`src/tic_pkg.sv`:
```
// Package for the time interval counter: register map, field layout, resets, timing.
// Assumes a classic Wishbone slave with 32-bit data and an 8-bit register in each word.
package tic_pkg;

  // ****************************************************************
  // Register byte addresses
  // ****************************************************************
  localparam logic [7:0] TIC_ADR_CTRL = 8'h00;
  localparam logic [7:0] TIC_ADR_INTERVAL_LENGTH_VALUE = 8'h04;
  localparam logic [7:0] TIC_ADR_FRAC = 8'h08;
  localparam logic [7:0] TIC_ADR_SEC = 8'h0C;
  localparam logic [7:0] TIC_ADR_MIN = 8'h10;
  localparam logic [7:0] TIC_ADR_HOUR = 8'h14;
  localparam logic [7:0] TIC_ADR_INTERRUPT_ENABLE_PRIORITY_TWO = 8'h18;
  localparam logic [7:0] TIC_ADR_IVEC = 8'h1C;
  localparam logic [7:0] TIC_ADR_ISTAT = 8'h20;
  localparam logic [7:0] TIC_ADR_IMASK = 8'h24;

  // ****************************************************************
  // Field positions
  // ****************************************************************
  localparam int TIC_CTL_CLKDIS = 0;
  localparam int TIC_CTL_IEN = 1;
  localparam int TIC_CTL_FLAG = 2;
  localparam int TIC_CTL_SINGLE = 3;
  localparam int TIC_CTL_TB_LO = 4;
  localparam int TIC_CTL_H24 = 6;
  localparam int TIC_IE_EN = 2;
  localparam int TIC_IE_PRI = 6;
  localparam int TIC_EV_INTERVAL = 0;
  localparam int TIC_EV_SECOND = 1;
  localparam int TIC_EV_HOUR_WRAP = 2;

  // ****************************************************************
  // Reset values, wraps and vector
  // ****************************************************************
  localparam logic [7:0] TIC_CTRL_RST = 8'h00;
  localparam logic [7:0] TIC_BYTE_ZERO = 8'h00;
  localparam logic [7:0] TIC_FRAC_WRAP = 8'h7F;
  localparam logic [7:0] TIC_SM_WRAP = 8'h3B;
  localparam logic [7:0] TIC_H24_WRAP = 8'h17;
  localparam logic [7:0] TIC_H255_WRAP = 8'hFE;
  localparam logic [7:0] TIC_VECTOR = 8'h53;
  localparam logic [7:0] TIC_RANK = 8'h0B;
  localparam logic [2:0] TIC_EV_ALL = 3'h7;

  // ****************************************************************
  // Timing
  // ****************************************************************
  localparam int TIC_CLK_HZ = 25000000;
  localparam int TIC_TICK_HZ = 128;
  localparam int TIC_TICK_CYC = TIC_CLK_HZ / TIC_TICK_HZ;

  // Interval timebase codes
  typedef enum logic [1:0] {
    TIC_TB_FRAC,
    TIC_TB_SEC,
    TIC_TB_MIN,
    TIC_TB_HOUR
  } tic_tb_t;

  // Wishbone request carrier
  typedef struct packed {
    logic cyc;
    logic stb;
    logic we;
    logic [7:0] adr;
    logic [3:0] sel;
    logic [31:0] dat;
  } tic_wb_req_t;

  // Rollover strobes of the elapsed-time chain
  typedef struct packed {
    logic frac;
    logic sec;
    logic min;
    logic hour;
  } tic_roll_t;

endpackage : tic_pkg

```
`src/tic_tick_gen.sv`:
```
// Tick generator: one-cycle pulse at 128 Hz from the system clock.
// Assumes clk_i at the package rate; counting freezes with ce_i low and clears to zero with run_i low.
`timescale 1ns/100ps
module tic_tick_gen
  import tic_pkg::*;
#(
  parameter int DIV = TIC_TICK_CYC
) (
  input wire logic clk_i, // System clock
  input wire logic rst_i, // Synchronous reset
  input wire logic ce_i, // Clock enable
  input wire logic run_i, // Time clock running
  output logic tick_o // One 128th second elapsed
);

  // Elaboration check on the divider
  if (DIV < 2 || DIV > 16777215) begin : g_bad_div
    $error("tic_tick_gen: DIV out of range");
  end

  localparam logic [23:0] LAST = 24'(DIV - 1);

  logic [23:0] cnt_r;

  // Divider counter
  always_ff @(posedge clk_i) begin
    if (rst_i) begin
      cnt_r <= 24'h000000;
      tick_o <= 1'b0;
    end else if (ce_i) begin
      tick_o <= 1'b0;
      if (!run_i) begin
        cnt_r <= 24'h000000;
      end else if (cnt_r == LAST) begin
        cnt_r <= 24'h000000;
        tick_o <= 1'b1;
      end else begin
        cnt_r <= cnt_r + 24'h000001;
      end
    end
  end

endmodule : tic_tick_gen

```
`src/tic_counter.sv`:
```
// Time interval counter: elapsed-time clock, programmable interval, interrupt logic.
// Assumes a classic Wishbone master on one clock; registers are 8 bits in 32-bit words.
//
// Functional notes
// - A two-bit timebase field picks the interval unit of 1/128 s, seconds, minutes or hours.
// - With the single-interval bit clear the interval reloads and restarts, else it runs once.
// - The interval-elapsed flag in the control register sets when the interval completes.
// - Clearing the interval enable stops and clears the interval count; setting it runs it.
// - The elapsed-time clock runs while the clock disable bit is zero and stops when it is one.
// - The hour-format bit picks a 24-hour wrap when set and a 255-hour wrap when clear.
// - Software reads elapsed 128ths, seconds, minutes and hours registers.
// - The interval flag reaches the interrupt request only while its enable bit is set.
// - A priority bit places the interval interrupt at the high level.
// - The interval interrupt vectors to 53h and ranks eleventh within its level.
//
// Decided for this implementation: the address map and register access over Wishbone.
`timescale 1ns/100ps
module tic_counter
  import tic_pkg::*;
#(
  parameter int TICK_DIV = TIC_TICK_CYC
) (
  input wire logic clk_i, // System clock
  input wire logic rst_i, // Synchronous reset, high
  input wire logic ce_i, // Clock enable
  input wire logic wb_cyc_i, // Wishbone cycle
  input wire logic wb_stb_i, // Wishbone strobe
  input wire logic wb_we_i, // Wishbone write
  input wire logic [7:0] wb_adr_i, // Byte address
  input wire logic [3:0] wb_sel_i, // Byte selects
  input wire logic [31:0] wb_dat_i, // Write data
  output logic [31:0] wb_dat_o, // Read data
  output logic wb_ack_o, // Acknowledge
  output logic irq_req_o, // Interval interrupt request
  output logic irq_high_o, // Request is high priority
  output logic [7:0] irq_vector_o, // Vector address
  output logic irq_o // Status interrupt level
);

  // ****************************************************************
  // Declarations
  // ****************************************************************
  if (TICK_DIV < 2) begin : g_bad_div
    $error("tic_counter: TICK_DIV too small");
  end

  tic_wb_req_t req;
  tic_roll_t roll;
  logic [7:0] ctrl_r;
  logic [7:0] interval_length_value_r;
  logic [7:0] frac_r;
  logic [7:0] sec_r;
  logic [7:0] min_r;
  logic [7:0] hour_r;
  logic [7:0] interrupt_enable_priority_two_r;
  logic [7:0] icnt_r;
  logic [7:0] icnt_nxt;
  logic [2:0] istat_r;
  logic [2:0] imask_r;
  logic [7:0] rd_byte;
  logic tick;
  logic unit_tick;
  logic int_done;
  logic wr_en;
  logic rd_en;
  logic [7:0] hour_wrap;
  tic_tb_t tb;

  // Byte-lane zero write helper
  function automatic logic [7:0] lane0(input logic [7:0] old, input tic_wb_req_t r);
    lane0 = r.sel[0] ? r.dat[7:0] : old;
  endfunction : lane0

  // Roll-over counter step
  function automatic logic [7:0] step(input logic [7:0] v, input logic [7:0] wrap);
    step = (v == wrap) ? TIC_BYTE_ZERO : v + 8'h01;
  endfunction : step

  // ****************************************************************
  // Bus decode
  // ****************************************************************
  assign req = '{cyc: wb_cyc_i, stb: wb_stb_i, we: wb_we_i, adr: wb_adr_i,
                 sel: wb_sel_i, dat: wb_dat_i};
  assign wr_en = ce_i && req.cyc && req.stb && req.we && !wb_ack_o;
  assign rd_en = ce_i && req.cyc && req.stb && !req.we && !wb_ack_o;
  assign tb = tic_tb_t'(ctrl_r[TIC_CTL_TB_LO +: 2]);

  // Acknowledge one cycle after the request, dropped the next cycle
  always_ff @(posedge clk_i) begin
    if (rst_i) begin
      wb_ack_o <= 1'b0;
    end else if (ce_i) begin
      wb_ack_o <= req.cyc && req.stb && !wb_ack_o;
    end
  end

  // Read multiplexer; unmapped addresses read zero
  always_comb begin
    rd_byte = TIC_BYTE_ZERO;
    case (req.adr)
      TIC_ADR_CTRL: rd_byte = ctrl_r;
      TIC_ADR_INTERVAL_LENGTH_VALUE: rd_byte = interval_length_value_r;
      TIC_ADR_FRAC: rd_byte = frac_r;
      TIC_ADR_SEC: rd_byte = sec_r;
      TIC_ADR_MIN: rd_byte = min_r;
      TIC_ADR_HOUR: rd_byte = hour_r;
      TIC_ADR_INTERRUPT_ENABLE_PRIORITY_TWO: rd_byte = interrupt_enable_priority_two_r;
      TIC_ADR_IVEC: rd_byte = TIC_VECTOR;
      TIC_ADR_ISTAT: rd_byte = {5'h00, istat_r};
      TIC_ADR_IMASK: rd_byte = {5'h00, imask_r};
      default: rd_byte = TIC_BYTE_ZERO;
    endcase
  end

  // Read data register
  always_ff @(posedge clk_i) begin
    if (rst_i) begin
      wb_dat_o <= 32'h00000000;
    end else if (rd_en) begin
      wb_dat_o <= {24'h000000, rd_byte};
    end
  end

  // ****************************************************************
  // Elapsed-time clock
  // ****************************************************************
  tic_tick_gen #(
    .DIV(TICK_DIV)
  ) u_tick (
    .clk_i(clk_i),
    .rst_i(rst_i),
    .ce_i(ce_i),
    .run_i(!ctrl_r[TIC_CTL_CLKDIS]),
    .tick_o(tick)
  );

  assign hour_wrap = ctrl_r[TIC_CTL_H24] ? TIC_H24_WRAP : TIC_H255_WRAP;
  assign roll.frac = tick && (frac_r == TIC_FRAC_WRAP);
  assign roll.sec = roll.frac && (sec_r == TIC_SM_WRAP);
  assign roll.min = roll.sec && (min_r == TIC_SM_WRAP);
  assign roll.hour = roll.min && (hour_r == hour_wrap);

  // Fraction, seconds, minutes and hours chain; software writes preset them
  always_ff @(posedge clk_i) begin
    if (rst_i) begin
      frac_r <= TIC_BYTE_ZERO;
      sec_r <= TIC_BYTE_ZERO;
      min_r <= TIC_BYTE_ZERO;
      hour_r <= TIC_BYTE_ZERO;
    end else if (ce_i) begin
      if (tick) begin
        frac_r <= step(frac_r, TIC_FRAC_WRAP);
      end
      if (roll.frac) begin
        sec_r <= step(sec_r, TIC_SM_WRAP);
      end
      if (roll.sec) begin
        min_r <= step(min_r, TIC_SM_WRAP);
      end
      if (roll.min) begin
        hour_r <= (hour_r >= hour_wrap) ? TIC_BYTE_ZERO : hour_r + 8'h01;
      end
      if (wr_en && req.adr == TIC_ADR_FRAC) begin
        frac_r <= lane0(frac_r, req) & TIC_FRAC_WRAP;
      end
      if (wr_en && req.adr == TIC_ADR_SEC) begin
        sec_r <= lane0(sec_r, req);
      end
      if (wr_en && req.adr == TIC_ADR_MIN) begin
        min_r <= lane0(min_r, req);
      end
      if (wr_en && req.adr == TIC_ADR_HOUR) begin
        hour_r <= lane0(hour_r, req);
      end
    end
  end

  // ****************************************************************
  // Interval counter
  // ****************************************************************
  // Unit tick of the selected timebase
  always_comb begin
    case (tb)
      TIC_TB_FRAC: unit_tick = tick;
      TIC_TB_SEC: unit_tick = roll.frac;
      TIC_TB_MIN: unit_tick = roll.sec;
      TIC_TB_HOUR: unit_tick = roll.min;
      default: unit_tick = 1'b0;
    endcase
  end

  assign int_done = ctrl_r[TIC_CTL_IEN] && unit_tick && (icnt_nxt == interval_length_value_r);

  // Next interval count
  always_comb begin
    icnt_nxt = icnt_r + 8'h01;
  end

  // Interval count: cleared when disabled, restarted on match
  always_ff @(posedge clk_i) begin
    if (rst_i) begin
      icnt_r <= TIC_BYTE_ZERO;
    end else if (ce_i) begin
      if (!ctrl_r[TIC_CTL_IEN]) begin
        icnt_r <= TIC_BYTE_ZERO;
      end else if (int_done) begin
        icnt_r <= TIC_BYTE_ZERO;
      end else if (unit_tick) begin
        icnt_r <= icnt_nxt;
      end
    end
  end

  // Control register; hardware flag set wins over a software clear
  always_ff @(posedge clk_i) begin
    if (rst_i) begin
      ctrl_r <= TIC_CTRL_RST;
    end else if (ce_i) begin
      if (wr_en && req.adr == TIC_ADR_CTRL) begin
        ctrl_r <= lane0(ctrl_r, req) & 8'h7F;
      end
      if (int_done) begin
        ctrl_r[TIC_CTL_FLAG] <= 1'b1;
        if (ctrl_r[TIC_CTL_SINGLE]) begin
          ctrl_r[TIC_CTL_IEN] <= 1'b0;
        end
      end
    end
  end

  // Interval length and enable/priority registers
  always_ff @(posedge clk_i) begin
    if (rst_i) begin
      interval_length_value_r <= TIC_BYTE_ZERO;
      interrupt_enable_priority_two_r <= TIC_BYTE_ZERO;
    end else if (wr_en) begin
      if (req.adr == TIC_ADR_INTERVAL_LENGTH_VALUE) begin
        interval_length_value_r <= lane0(interval_length_value_r, req);
      end
      if (req.adr == TIC_ADR_INTERRUPT_ENABLE_PRIORITY_TWO) begin
        interrupt_enable_priority_two_r <= lane0(interrupt_enable_priority_two_r, req) & 8'h77;
      end
    end
  end

  // ****************************************************************
  // Interrupts
  // ****************************************************************
  assign irq_req_o = ctrl_r[TIC_CTL_FLAG] && interrupt_enable_priority_two_r[TIC_IE_EN];
  assign irq_high_o = irq_req_o && interrupt_enable_priority_two_r[TIC_IE_PRI];
  assign irq_vector_o = TIC_VECTOR;
  assign irq_o = |(istat_r & imask_r);

  // Sticky status cleared by its read, new events win; mask register
  always_ff @(posedge clk_i) begin
    if (rst_i) begin
      istat_r <= 3'h0;
      imask_r <= 3'h0;
    end else if (ce_i) begin
      if (rd_en && req.adr == TIC_ADR_ISTAT) begin
        istat_r <= 3'h0;
      end
      if (int_done) begin
        istat_r[TIC_EV_INTERVAL] <= 1'b1;
      end
      if (roll.frac) begin
        istat_r[TIC_EV_SECOND] <= 1'b1;
      end
      if (roll.hour) begin
        istat_r[TIC_EV_HOUR_WRAP] <= 1'b1;
      end
      if (wr_en && req.adr == TIC_ADR_IMASK) begin
        imask_r <= (req.sel[0] ? req.dat[2:0] : imask_r) & TIC_EV_ALL;
      end
    end
  end

endmodule : tic_counter

```
`config.mk`:
```
export PLATFORM = sky130hd
export DESIGN_NAME = tic_counter
export DESIGN_NICKNAME = d
export VERILOG_FILES = /design/src/tic_pkg.sv /design/src/tic_tick_gen.sv /design/src/tic_counter.sv
export SDC_FILE = /design/constraint.sdc
export NUM_CORES = 1
export LEC_CHECK = 0
export ABC_AREA = 1
export BUFFER_PORTS_ARGS = -buffer_cell sky130_fd_sc_hd__buf_2
export CORE_ASPECT_RATIO = 0.5
export CORE_MARGIN = 5
export CORE_UTILIZATION = 45
export DETAILED_ROUTE_END_ITERATION = 7
export GPL_ROUTABILITY_DRIVEN = 0
export PLACE_DENSITY = 0.71
export SLEW_MARGIN = 20
export SYNTH_ARGS = -nofsm -noshare
export SYNTH_HDL_FRONTEND = slang
export SYNTH_SLANG_ARGS = --single-unit
export TNS_END_PERCENT = 100
```
`constraint.sdc`:
```
create_clock -name clk_i -period 1.9 [get_ports clk_i]
set_input_delay 0 -clock clk_i [delete_from_list [all_inputs] [get_ports clk_i]]
set_output_delay 0 -clock clk_i [all_outputs]
set_load 0.01 [all_outputs]
```
==> results.yml <==
logic_synthesis:
  yosys_warnings: 0
  synthCells: 1000
  synth_cell_types: 46
  synth_seq_cells: 101
  synth_area_leaders: "dfxtp_1 (31%), nand2_1 (13%), nor2_1 (7.3%)"
  synth-edff-count: 0
  async_flop_share_pct: 0
  yosysTopAreaCellShare_pct: 31.13
  synth_seq_area_share_pct: 31.13
  post-synth-top-count-cell: "nand2_1"
  synth_area_um2: 6495
  synth_common_cells: "nand2_1 (231), nor2_1 (127), inv_1 (113)"
  avgSynthCellArea_um2: 6.495
  synthFlopType: "dfxtp_1"
  synth_largest_area_cell: "dfxtp_1"
setup_path:
  path_cells: "ha_4, nand3_4, nor2_4, nand3_4, nor2_4, buf_4, nand3_2, nand2_4, o211ai_4, nor2_1, nor2_1"
  cp_max_fo: 8
  critPathTopFamily: "simple AND/OR/NAND/NOR gates"
  arrival_ns: 2.07
  cp-end-kind: "flip-flop"
  startpoint_type: "flip-flop"
  slowest_stage: "dfxtp_2"
  worst-path-buf-inv: 1
  crit_required_ns: 2.15
  cpPeakStageDelay_ns: 0.35
  worstSetupPathType: "flip-flop to flip-flop"
detailed_routing:
  vias_per_cell: 5.187
  first_pass_iters: 5
  wl_per_cell_um: 14.40
  drc: 0
  ant_nets: 0
  drt_wl_total_um: 18210
  vias: 6562
  drt-initial-drc-count: 510
placed_design:
  place_area_um2: 6909
  dp_hpwl_um: 13290
  io_buffers: 34
pwr:
  power_uw: 4273
  peakVddDrop_mv: 0.4691
  p_leak_uw: 0.003073
  power_density_nw_per_um2: 576.9
clocking:
  htree_levels: 3
  clk_latency_ns: 0.35
  path_clk_slew_ns: 0.07
  cts_buffer_depth: 2
  root_buffer: "clkbuf_16"
  clkSinkCount: 101
  cts_buffers: 9
  cts_tree: "yes"
floorplanning:
  die_height_um: 94.95
  rows: 31
  io_pins: 94
  die_x_um: 179.9
  core_um2: 14310
  start_util_pct: 45.38
  die_area_um2: 17080
grt:
  antenna_found_initial: 0
  grt_max_degree: 61
  grt-ovfl-total: 0
  grt_pass1_vias: 5927
  globalRouteTotalUtil_pct: 20.77
  grt_first_pass_wirelength_um: 28840
timing:
  holdWs_ns: 0.005287
  max_freq_mhz: 548.5
  fin_crit_sh_pct: 95.95
  maxSlewHeadroom_pct: 64.48
  layout_min_cycle_time_ns: 1.823
  report.final.slew_viol_count: 0
  skew_ns: 0.008676
  tightestPinTransition_ns: 0.5327
  finalHoldViolations: 0
  rsz0062_at_grt: "yes"
  setup_viol: 0
final_layout:
  utilization_pct: 51.74
  fin_area_um2: 7406
  area_delta_synth_final_pct: 14.02
  drive_gt1_share_pct: 15.00
  final_nets: 1123
  diodes: 0
hold_path:
  hold_path.class: "primary input to flip-flop"
run_status:
  outcome: "completed"
job:
  drv_cap: 0
[path summary, 6_finish.rpt]
kind              slack [ns]                        to                      from  cells past startpoint
setup reg to reg        0.08    hour_r[3]$_SDFFE_PP0P_    frac_r[1]$_SDFFE_PP0P_                     11
hold reg to reg         0.47  wb_dat_o[0]$_SDFFE_PP0P_  wb_dat_o[0]$_SDFFE_PP0P_                      2
setup / recovery        0.08    hour_r[3]$_SDFFE_PP0P_    frac_r[1]$_SDFFE_PP0P_                     11
hold / removal         0.005    ctrl_r[4]$_SDFFE_PP0P_               wb_dat_i[4]                      3
[stage by stage]
step,std cells,setup slack [ns],TNS [ns]
finish,1265,0.07690,0
global route,1265,-0.08265,-0.4970
CTS,1259,0.004582,0
global placement,1238,0.04915,0
detailed placement,1238,0.006960,0
floorplan,1030,0.2314,0
[power by group]
group,internal [µW],leakage (µW),switching [µW]
clock network,1020,0.000138,828
registers,2130,0.000819,11.9
logic,77.1,0.00212,208
[cell usage in the layout (no fill, tap or decap), drive strengths merged, types with 2 or more instances in the layout]
cell	Yosys	routed
nand3b	2	2
conb	2	32
nor3b	2	2
nand2	240	240
nor4	4	4
inv	120	120
nand4	13	13
clkbuf	10	10
o22ai	21	21
nor2	142	142
nand3	63	63
dlygate4sd3	0	5
clkinv	0	3
ha	11	11
o21bai	2	2
o21ai	84	84
a21oi	80	80
a31oi	4	4
dfxtp	101	101
xnor2	3	3
o211ai	3	4
or2	3	3
buf	43	68
xor2	22	22
nor3	19	19
clkinvlp	0	2
[per-layer routing]
layer	up-vias	global-route usage, %	share of wire [%]	wire, µm
met2	209	35.71	48	8651
met5	-	0	0	0
met3	22	3.771	6.1	1109
met1	3007	26.64	45	8155
li1	3324	-	-	-
met4	0	7.161	1.6	295
[area by class of cell]
cell class	count	area, µm²
Fill cell	1431	6907
Tap cell	198	247.7
Inverter	120	450.4
Clock buffer	10	229.0
Clock inverter	6	63.81
Timing Repair Buffer	73	500.5
Sequential cell	101	2036
Multi-Input combinational cell	757	3879
[worst reg2reg max path, cell delays in order, from the launching register on]
cell and delay [ns]:
dfxtp_2 0.35, ha_4 0.16, nand3_4 0.09, nor2_4 0.17
nand3_4 0.12, nor2_4 0.15, buf_4 0.13, nand3_2 0.10
nand2_4 0.11, o211ai_4 0.14, nor2_1 0.16, nor2_1 0.06
[registers in the layout, summed over array words and instances, names as in the netlist]
register and count:
hour_r 8, u_tick.tick_o 1, interval_length_value_r 8, min_r 8, wb_ack_o 1, interrupt_enable_priority_two_r 6, frac_r 8, imask_r 3
sec_r 8, istat_r 3, icnt_r 8, u_tick.cnt_r 24, ctrl_r 7, wb_dat_o 8
[cell families after synthesis]
| family | synth area share (%) |
|---|---|
| adders and majority gates | 2.119 |
| xor gates and xnor gates | 3.371 |
| buffers and inverters | 12.46 |
| and+or+nand+nor | 34.31 |
| AOI/OAI and AO/OA | 16.49 |
| DFF | 31.13 |
| other | 0.1156 |
[repair_timing]
| action | 4_1_cts | 5_1_grt |
|---|---|---|
| setup buffers | 0 | 5 |
| resized for setup | 0 | 33 |
| setup endpoints to repair | 0 | 55 |
| hold endpoints to repair | 5 | 0 |
| hold buffers | 5 | 0 |
No activity file was read; power rests on OpenSTA's default activity.
